<file path="config.mk">
export PLATFORM = sky130hd
export DESIGN_NAME = asat_ctrl
export DESIGN_NICKNAME = d
export VERILOG_FILES = /design/src/verilog/asat_pkg.sv /design/src/verilog/asat_ctrl.sv /design/src/verilog/asat_sync2.sv
export SDC_FILE = /design/constraint.sdc
export NUM_CORES = 1
export LEC_CHECK = 0
export ABC_AREA = 1
export BUFFER_PORTS_ARGS = -buffer_cell sky130_fd_sc_hd__buf_2
export CAP_MARGIN = 20
export CELL_PAD_IN_SITES_DETAIL_PLACEMENT = 1
export CELL_PAD_IN_SITES_GLOBAL_PLACEMENT = 2
export CORE_MARGIN = 4
export CORE_UTILIZATION = 32
export CTS_BUF_LIST = sky130_fd_sc_hd__clkbuf_16
export DETAILED_ROUTE_END_ITERATION = 6
export PLACE_DENSITY = 0.81
export SLEW_MARGIN = 20
export SYNTH_ARGS = -nofsm -noshare
export SYNTH_HDL_FRONTEND = slang
export SYNTH_SLANG_ARGS = --single-unit
</file>
<file path="constraint.sdc">
create_clock -name sys_clk -period 3.1 [get_ports sys_clk]
set_clock_uncertainty 0.15 [all_clocks]
set_input_delay 0.155 -clock sys_clk [delete_from_list [all_inputs] [get_ports sys_clk]]
set_output_delay 0.155 -clock sys_clk [all_outputs]
set_load 0.02 [all_outputs]
</file>
<file path="src/verilog/asat_pkg.sv">
// asat_pkg: constants for the asynchronous static memory access controller.
// assumes a single 50 MHz system clock; all pin timing is counted in its cycles.
package asat_pkg;

  // ----------------------------------------------------------------
  // widths
  // ----------------------------------------------------------------
  localparam int ADDR_W = 17;
  localparam int DATA_W = 8;
  localparam int CNT_W = 16;
  localparam int SYNC_STAGES = 2;

  // ----------------------------------------------------------------
  // clock and pin timing, in the units printed
  // ----------------------------------------------------------------
  localparam int CLK_PERIOD_NS = 20;
  localparam int ADDRESS_ACCESS_DELAY_NS = 10;
  localparam int READ_DATA_HOLD_AFTER_ADDRESS_NS = 3;
  localparam int OUTPUT_ENABLE_ACCESS_DELAY_NS = 5;
  localparam int WRITE_DATA_SETUP_NS = 6;
  localparam int WRITE_DATA_HOLD_NS = 0;
  localparam int ADDRESS_SETUP_TO_WRITE_END_NS = 7;
  localparam int ADDRESS_SETUP_TO_WRITE_START_NS = 0;
  localparam int ADDRESS_HOLD_AFTER_WRITE_NS = 0;
  localparam int STROBE_LOW_TO_FLOAT_NS = 5;
  localparam int POWER_UP_WAIT_US = 100;
  localparam int DESELECT_TO_RETENTION_NS = 0;

  // least time to whole cycles, never below one
  function automatic int ceil_cyc(input int ns);
    int c;
    c = (ns + CLK_PERIOD_NS - 1) / CLK_PERIOD_NS;
    return (c < 1) ? 1 : c;
  endfunction : ceil_cyc

  function automatic int max2(input int a, input int b);
    return (a > b) ? a : b;
  endfunction : max2

  // ----------------------------------------------------------------
  // derived cycle counts
  // ----------------------------------------------------------------
  localparam int WR_PULSE_CYC = max2(max2(ceil_cyc(WRITE_DATA_SETUP_NS),
                                          ceil_cyc(ADDRESS_SETUP_TO_WRITE_END_NS)),
                                     ceil_cyc(STROBE_LOW_TO_FLOAT_NS + WRITE_DATA_SETUP_NS));
  localparam int ACCESS_CYC = max2(ceil_cyc(ADDRESS_ACCESS_DELAY_NS),
                                   ceil_cyc(OUTPUT_ENABLE_ACCESS_DELAY_NS));
  localparam int RD_CYC = ACCESS_CYC + SYNC_STAGES;
  localparam int POWER_UP_WAIT_CYC = ceil_cyc(POWER_UP_WAIT_US * 1000);

  // ----------------------------------------------------------------
  // sequencer states, one-hot
  // ----------------------------------------------------------------
  typedef enum logic [5:0] {
    ST_PWRUP = 6'h01,
    ST_IDLE  = 6'h02,
    ST_WSET  = 6'h04,
    ST_WPUL  = 6'h08,
    ST_WEND  = 6'h10,
    ST_RD    = 6'h20
  } asat_st_t;

endpackage : asat_pkg

</file>
<file path="src/verilog/asat_ctrl.sv">
// asat_ctrl: host-side sequencer for an asynchronous byte-wide static memory.
// assumes one 50 MHz clock, a memory with no clock, and that the board resolves the
// shared data wires from sram_data_oe and the memory's own output drivers.
//
// Behaviour
// - setup and hold are counted from the edge ending the write.
// - write data stands stable at least 6 ns before write end.
// - write data may change at the write-ending edge; hold is 0 ns.
// - address stands stable at least 7 ns before write end.
// - address is valid no later than the start of the write overlap.
// - address held up to the write-ending edge.
// - strobe pulse covers float delay plus data setup.
// - first access waits at least 100 us after power is up.
// - retention may be entered as soon as the memory is deselected.
// - host never drives data while the memory drives it.
// - read address valid before or with the select assertion.
`timescale 1ns/1ps
module asat_ctrl
  import asat_pkg::*;
#(
  parameter int AW = asat_pkg::ADDR_W,
  parameter int DW = asat_pkg::DATA_W,
  parameter int PWRUP_CYC = asat_pkg::POWER_UP_WAIT_CYC
) (
  input wire logic sys_clk,
  input wire logic reset,
  input wire logic req_valid,
  output logic req_ready,
  input wire logic req_write,
  input wire logic [AW-1:0] req_addr,
  input wire logic [DW-1:0] req_wdata,
  output logic rsp_valid,
  output logic [DW-1:0] rsp_rdata,
  output logic power_ok,
  input wire logic retention_req,
  output logic retention_ok,
  output logic [AW-1:0] sram_addr,
  output logic select_low_active_n,
  output logic select_high_active,
  output logic output_enable_n,
  output logic write_strobe_n,
  output logic [DW-1:0] sram_data_o,
  output logic sram_data_oe,
  input wire logic [DW-1:0] sram_data_i
);

  import asat_pkg::*;

  // ----------------------------------------------------------------
  // state record
  // ----------------------------------------------------------------
  typedef struct packed {
    asat_st_t st;
    logic [CNT_W-1:0] cnt;
    logic [AW-1:0] addr;
    logic [DW-1:0] wdata;
    logic [DW-1:0] rdata;
    logic sel;
    logic oe_n;
    logic we_n;
    logic data_oe;
    logic rsp;
  } asat_state_t;

  localparam asat_state_t RESET_STATE = '{st: ST_PWRUP, cnt: '0, addr: '0, wdata: '0,
                                          rdata: '0, sel: 1'b0, oe_n: 1'b1, we_n: 1'b1,
                                          data_oe: 1'b0, rsp: 1'b0};
  localparam logic [CNT_W-1:0] PWRUP_LAST = CNT_W'(PWRUP_CYC - 1);
  localparam logic [CNT_W-1:0] WR_LAST = CNT_W'(WR_PULSE_CYC - 1);
  localparam logic [CNT_W-1:0] RD_LAST = CNT_W'(RD_CYC - 1);
  localparam logic [CNT_W-1:0] CNT_ONE = CNT_W'(1);

  asat_state_t q;
  asat_state_t d;
  logic [DW-1:0] data_sync;

  // read data pins pass two stages before use
  asat_sync2 #(.W(DW), .STAGES(SYNC_STAGES)) u_rd_sync (
    .sys_clk(sys_clk),
    .reset(reset),
    .din(sram_data_i),
    .dout(data_sync)
  );

  // ----------------------------------------------------------------
  // sequencer
  // ----------------------------------------------------------------
  always_comb begin
    d = q;
    d.rsp = 1'b0;
    case (q.st)
      ST_PWRUP: begin
        if (q.cnt == PWRUP_LAST) begin
          d.st = ST_IDLE;
          d.cnt = '0;
        end else begin
          d.cnt = q.cnt + CNT_ONE;
        end
      end
      ST_IDLE: begin
        if (req_valid && !retention_req) begin
          // address and selects change on the same edge
          d.addr = req_addr;
          d.sel = 1'b1;
          d.cnt = '0;
          if (req_write) begin
            d.wdata = req_wdata;
            d.data_oe = 1'b1; // output enable stays high, bus is ours
            d.st = ST_WSET;
          end else begin
            d.oe_n = 1'b0;
            d.st = ST_RD;
          end
        end
      end
      ST_WSET: begin
        // address already stable before the overlap opens
        d.we_n = 1'b0;
        d.st = ST_WPUL;
      end
      ST_WPUL: begin
        if (q.cnt == WR_LAST) begin
          d.we_n = 1'b1; // strobe edge ends the write
          d.st = ST_WEND;
        end else begin
          d.cnt = q.cnt + CNT_ONE;
        end
      end
      ST_WEND: begin
        // data and selects released only after the strobe rose
        d.sel = 1'b0;
        d.data_oe = 1'b0;
        d.st = ST_IDLE;
      end
      ST_RD: begin
        if (q.cnt == RD_LAST) begin
          d.rdata = data_sync;
          d.rsp = 1'b1;
          d.sel = 1'b0;
          d.oe_n = 1'b1;
          d.st = ST_IDLE;
        end else begin
          d.cnt = q.cnt + CNT_ONE;
        end
      end
      default: begin
        d = RESET_STATE;
      end
    endcase
  end

  // state register
  always_ff @(posedge sys_clk or posedge reset) begin
    if (reset) begin
      q <= RESET_STATE;
    end else begin
      q <= d;
    end
  end

  // ----------------------------------------------------------------
  // outputs
  // ----------------------------------------------------------------
  assign req_ready = (q.st == ST_IDLE) && !retention_req;
  assign rsp_valid = q.rsp;
  assign rsp_rdata = q.rdata;
  assign power_ok = (q.st != ST_PWRUP);
  assign retention_ok = (q.st == ST_IDLE) && !q.sel; // deselected, no wait
  assign sram_addr = q.addr;
  assign select_low_active_n = ~q.sel;
  assign select_high_active = q.sel;
  assign output_enable_n = q.oe_n;
  assign write_strobe_n = q.we_n;
  assign sram_data_o = q.wdata;
  assign sram_data_oe = q.data_oe;

  logic [CNT_W-1:0] up_cnt_q;
  logic [CNT_W-1:0] low_cnt_q;

  // cycles since reset, saturating; strobe-low length
  always_ff @(posedge sys_clk or posedge reset) begin
    if (reset) begin
      up_cnt_q <= '0;
      low_cnt_q <= '0;
    end else begin
      if (up_cnt_q != '1) begin
        up_cnt_q <= up_cnt_q + CNT_ONE;
      end
      low_cnt_q <= write_strobe_n ? '0 : low_cnt_q + CNT_ONE;
    end
  end
endmodule : asat_ctrl

</file>
<file path="src/verilog/asat_sync2.sv">
// asat_sync2: plain multi-stage synchroniser for pin inputs.
// assumes the input is asynchronous to sys_clk; only the last stage is read.
`timescale 1ns/1ps
module asat_sync2 #(
  parameter int W = 8,
  parameter int STAGES = 2
) (
  input wire logic sys_clk,
  input wire logic reset,
  input wire logic [W-1:0] din,
  output logic [W-1:0] dout
);

  logic [W-1:0] stage_q [STAGES];

  // ----------------------------------------------------------------
  // shift chain
  // ----------------------------------------------------------------
  always_ff @(posedge sys_clk or posedge reset) begin
    if (reset) begin
      for (int i = 0; i < STAGES; i++) begin
        stage_q[i] <= '0;
      end
    end else begin
      stage_q[0] <= din;
      for (int i = 1; i < STAGES; i++) begin
        stage_q[i] <= stage_q[i-1];
      end
    end
  end

  assign dout = stage_q[STAGES-1];

endmodule : asat_sync2
</file>
==> impl_metrics.yaml, run 1 <==
floorplan:
  die_y_um: 119.8
  core_area_sq_um: 12110
  rows: 40
  die_area_sq_um: 14360
  die_x_um: 119.8
  io_pins: 80
  start_util_pct: 33.05
job:
  cap_violations: 0
routing:
  vias_per_cell: 4.503
  wl_um: 10610
  wl_per_cell_um: 14.33
  ant_nets: 0
  first_iter_violations: 112
  drc_errors: 0
  vias: 3332
  first_pass_iters: 4
layout:
  regArea_sq_um: 1906
  n_antenna_cell: 0
  fill_cells: 1484
  nNetsFinal: 608
  drive_gt1_share_pct: 24.13
  multi_input_area_sq_um: 1598
  syn_to_final_growth_pct: 23.19
place:
  portBuffers: 79
  dp_slack_ns: 0.8575
  hpwl_um: 7388
  place_congestion: 0.7983
sta:
  fin_ws_ns: 0.8367
  hold_viol_final: 0
  fin_tns_setup_ns: 0
  clock.fmax_mhz: 441.8
  drv_slew: 0
  setup-violations-final: 0
  tightestPinTransition_ns: 0.8531
  rsz0062_at_grt: "false"
  finalCriticalPeriod_ns: 2.263
  fin_crit_sh_pct: 73.01
  timing.slew.headroom_pct: 43.04
logic_synthesis:
  yosys-top-cells-area: "dfrtp_1, nand2_1, buf_4"
  ys_seq_area_share_pct: 47.61
  synth-edff-count: 0
  avgSynthCellArea_sq_um: 8.236
  synth_nets: 527
  ys_warn_count: 0
  async_flop_share_pct: 100.0
  yosys.cell_count.top_type: "nand2_1"
  netlist_instances: 486
  synthFlopType: "dfrtp_1"
  synth_area_leader_cell: "dfrtp_1"
  synth_area_sq_um: 4003
  synth_commonest_cells: "nand2_1, dfrtp_1, nor2_1"
  yosysTopAreaCellShare_pct: 45.64
  ys_types: 30
  ys_ff_latch: 76
worst_setup_path:
  critPathMostFrequentCell: "nor2_2"
  crit_buf_inv: 0
  critPathLaunchType: "register"
  critPathKind: "reg2reg"
  slowest_stage: "nand2_2"
  cp.arrival_ns: 2.36
  path_cells: "nor2_4 -> nand3_2 -> nor2_2 -> nor2_2 -> nand2_2 -> nand2_1 -> o21ai_1"
  cp_max_fo: 34
  max_stage_delay_ns: 0.45
  cpLargestDelayFamily: "simple AND/OR/NAND/NOR gates"
  cp-end-kind: "register"
  crit_required_ns: 3.20
global_route:
  gr-usage-all-layers_pct: 15.95
  antenna_found_initial: 0
  grt_max_degree: 41
  grt_pass1_wl_um: 18150
  gr-total-overflow: 0
  grt_pass1_vias: 3600
pwr:
  powerDensity_nw_per_um2: 712.1
  p_leak_uw: 0.002494
  peakVddDrop_v: 0.0002763
clock_network:
  post-cts-setup-buffers: 0
  cts_tree: "done"
  cts_buffers: 9
  root_buffer: "clkbuf_16"
  cts_resized: 0
  path_clk_slew_ns: 0.06
  insertion_delay_ns: 0.34
  postCtsHoldBufs: 35
  clock_path_buffers: 2
  htree_levels: 3
  clock_sinks: 76
hold_path:
  hp-class: "in2reg"
run_status:
  status: "finished clean"
## per-layer routing
metal	global-route usage [%]	vias to the layer above	part of all wire, %
met1	19.40	1591	43
met2	27.08	57	51
met5	0	-	0
li1	-	1672	-
met4	6.013	0	1.7
met3	4.194	12	4.4
## power by group
part           switching (uW)  internal (uW)
combinational             861            346
clock                     432            622
sequential                108           1140
total                    1400           2110
## logic make-up after synthesis
group / after synthesis / share of synthesized area, %
buffers and inverters: 86 / 12.47
flip-flops: 76 / 47.61
AND/OR/NAND/NOR: 267 / 30.48
XOR/XNOR: 4 / 0.8754
AO/OA/AOI/OAI: 50 / 7.628
adder cells (fa/ha/maj): 3 / 0.9379
## worst min-delay path, cell delays in order
cell and delay, ns:
buf_2 0.08, inv_1 0.03, nor2_1 0.14, nor2_2 0.10, inv_1 0.08, nand2_1 0.06
## per-stage QoR
stage,util [%],instances,hold WS [ns],cell area [sq um],total power (uW)
after floorplan,-,486,0.03643,4003,2284
after global placement,35.39,689,0.1134,4287,2424
after detailed placement,35.39,689,0.1152,4287,2463
after CTS,40.71,740,0.1830,4931,3586
after global routing,40.71,740,0.2065,4931,3780
final,40.71,740,0.1845,4931,3511
## path summary, 6_finish.rpt
check	start	end	depth (start not counted)	slack, ns
worst max-delay path	q[58]	sram_addr[9]	7	0.84
worst min-delay path	req_valid	q[55]	6	0.18
worst max register to register	q[58]	sram_addr[9]	7	0.84
worst min register to register	u_rd_sync.stage_q[13]	u_rd_sync.dout[5]	0	0.20
max in group asynchronous	reset	q[48]	4	1.67
min in group asynchronous	reset	u_rd_sync.dout[3]	3	0.42
## state kept, by name, indices dropped and copies added (netlist names)
signal / flops
sram_data_oe: 1
select_high_active: 1
u_rd_sync.stage_q: 8
rsp_rdata: 8
rsp_valid: 1
sram_data_o: 8
q: 22
u_rd_sync.dout: 8
write_strobe_n: 1
output_enable_n: 1
sram_addr: 17
## cell type report
class | count | area share (%)
Inverter | 40 | 3.045
Multi-Input combinational cell | 324 | 32.40
Clock inverter | 7 | 1.396
Tap cell | 168 | 4.263
Clock buffer | 9 | 4.567
Timing Repair Buffer | 116 | 15.68
Sequential cell | 76 | 38.65
## cell usage in the layout, fill, tap and decap left out, types with 9 or more instances in the layout
cell,instances
nand4_1,11
inv_1,35
dfrtp_1,73
nand2_1,153
o21ai_1,25
clkbuf_16,9
nand3_1,33
nor2_1,41
buf_2,79
dlygate4sd3_1,35
Note: power is estimated with default switching activity, not from simulation.
==> run 2: changes to the inputs <==
--- a/config.mk
+++ b/config.mk
@@ -11,10 +11,10 @@
 export CELL_PAD_IN_SITES_DETAIL_PLACEMENT = 1
 export CELL_PAD_IN_SITES_GLOBAL_PLACEMENT = 2
 export CORE_MARGIN = 4
-export CORE_UTILIZATION = 32
+export CORE_UTILIZATION = 29
 export CTS_BUF_LIST = sky130_fd_sc_hd__clkbuf_16
 export DETAILED_ROUTE_END_ITERATION = 6
-export PLACE_DENSITY = 0.81
+export PLACE_DENSITY = 0.78
 export SLEW_MARGIN = 20
 export SYNTH_ARGS = -nofsm -noshare
 export SYNTH_HDL_FRONTEND = slang
==> constraint.sdc (replaced) <==
create_clock -name sys_clk -period 2 [get_ports sys_clk]
set_clock_uncertainty 0.15 [all_clocks]
set_input_delay 0.1 -clock sys_clk [delete_from_list [all_inputs] [get_ports sys_clk]]
set_output_delay 0.1 -clock sys_clk [all_outputs]
set_load 0.02 [all_outputs]
==> run 2 against run 1 <==
  * Sequential power rose by 56%
  * Die area rose by 9.6%
  * Final area rose by 3.6%
  * Combinational power rose by 73%
  * Worst hold slack got worse by 0.083 ns
  * Utilization fell by 2.6 points
  * Sequential cell count did not move
  * Highest routed layer unchanged
  * Largest cell class unchanged
==> impl_metrics.yaml, run 2 (synthesis gave the netlist of run 1 again) <==
routing:
  ant_nets: 0
  wl_um: 10970
  wl_per_cell_um: 14.44
  first_iter_violations: 103
  first_pass_iters: 4
  vias: 3421
  vias_per_cell: 4.501
  drc_errors: 0
pwr:
  peakVddDrop_v: 0.0005385
  p_leak_uw: 0.002574
  powerDensity_nw_per_um2: 1123
worst_setup_path:
  slowest_stage: "dfstp_2"
  cp.arrival_ns: 1.92
  cp_max_fo: 26
  crit_required_ns: 2.06
  path_cells: "nor2_1 -> nand3_2 -> buf_4 -> clkinv_2 -> nand2_1 -> o21ai_1"
  rrSetupSlack_ns: 0.14
  max_stage_delay_ns: 0.56
  cp-end-kind: "register"
  critPathLaunchType: "register"
  cpLargestDelayFamily: "buffers and inverters"
  crit_buf_inv: 2
  critPathKind: "reg2reg"
clock_network:
  cts_tree: "done"
  path_clk_slew_ns: 0.05
  cts_buffers: 9
  root_buffer: "clkbuf_16"
  clock_sinks: 76
  clock_path_buffers: 2
  insertion_delay_ns: 0.33
  htree_levels: 3
sta:
  fin_crit_sh_pct: 92.88
  finalCriticalPeriod_ns: 1.858
  setup-violations-final: 0
  clock.fmax_mhz: 538.3
  fin_ws_ns: 0.1424
  drv_slew: 0
  timing.slew.headroom_pct: 72.86
  fin_tns_setup_ns: 0
  hold_viol_final: 0
  tightestPinTransition_ns: 0.4071
  rsz0062_at_grt: "true"
place:
  hpwl_um: 7530
  place_area_sq_um: 4373
  placed_cells: 705
  place_congestion: 0.8252
  portBuffers: 79
  dp_slack_ns: 0.06117
global_route:
  antenna_found_initial: 0
  gr-usage-all-layers_pct: 14.36
  grt_pass1_wl_um: 18550
  gr-total-overflow: 0
  grt_max_degree: 77
  grt_pass1_vias: 3746
layout:
  instances_no_fill: 760
  layout_commonest_cell: "nand2_1"
  final_area_sq_um: 5109
  final_cell_mix: "nand2_1, buf_2, dfrtp_1, nor2_1"
  n_antenna_cell: 0
  top_register: "q"
  largest_register_ffs: 22
  nNetsFinal: 620
  fill_cells: 1647
  drive_gt1_share_pct: 26.03
  syn_to_final_growth_pct: 27.63
floorplan:
  die_x_um: 125.5
  start_util_pct: 29.87
  die_y_um: 125.5
  core_area_sq_um: 13400
  io_pins: 80
  rows: 42
  die_area_sq_um: 15750
job:
  cap_violations: 0
hold_path:
  hp-class: "in2reg"
run_status:
  status: "finished clean"
[run 2: cell count changes in the layout (fill, tap and decap cells not counted)]
cell | before | now
nand3_4 | 3 | 4
nor2_1 | 41 | 40
bufinv_16 | 1 | 2
buf_4 | 1 | 9
nor2_2 | 8 | 9
inv_6 | 1 | 0
ha_2 | 0 | 1
clkinvlp_4 | 1 | 2
inv_2 | 5 | 4
buf_12 | 1 | 4
ha_1 | 3 | 2
[run 2: final cells by class]
class / instances / area (sq um) / area share, %
inverters: 40 / 158.9 / 3.110
flip-flops and latches: 76 / 1906 / 37.30
multi-input cells: 325 / 1620 / 31.72
clock inverters: 7 / 85.08 / 1.665
repair buffers: 127 / 893.4 / 17.49
well taps: 176 / 220.2 / 4.311
clock buffers: 9 / 225.2 / 4.409
[run 2: per-layer routing]
layer	vias to the layer above	GRT usage, %	wire, um
met5	-	0	0
met4	0	3.444	62
met3	4	4.222	478
met2	58	25.14	5620
met1	1664	17.36	4813
li1	1695	-	-
[run 2: worst min-delay path, delay by kind of cell]
family	cells	cell delay, ns
AND/OR/NAND/NOR	3	0.25
buffers and inverters	3	0.19
[run 2: worst paths after layout]
path / from / to / cells after the start
worst max-delay path: q[54] / sram_addr[10] / 6
worst min-delay path: req_valid / q[55] / 6
worst max register to register: q[54] / sram_addr[10] / 6
worst min register to register: u_rd_sync.stage_q[13] / u_rd_sync.dout[5] / 0
max in group asynchronous: reset / q[54] / 4
min in group asynchronous: reset / u_rd_sync.dout[5] / 4
[run 2: power by group]
| group | leakage, uW | total, uW | internal, uW | switching, uW |
|---|---|---|---|---|
| clock | 0.000159 | 1700 | 1080 | 617 |
| sequential | 0.00101 | 1950 | 1770 | 173 |
| combinational | 0.00141 | 2090 | 670 | 1420 |
| total | 0.00257 | 5740 | 3520 | 2210 |
[run 2: stage by stage]
| step | util, % | hold WS (ns) | total power [uW] |
|---|---|---|---|
| finish | 38.12 | 0.1017 | 5736 |
| floorplan | - | -0.01857 | 3541 |
| global route | 38.12 | 0.1435 | 6155 |
| detailed placement | 32.63 | 0.06142 | 3918 |
| global placement | 32.63 | 0.06071 | 3863 |
| CTS | 37.56 | 0.09198 | 5717 |
[run 2: timing repair]
action,in CTS,in global routing
hold buffers,35,0
buffers inserted,0,3
endpoints found under the hold margin,107,0
setup endpoints to repair,0,25
gates resized for setup,0,6
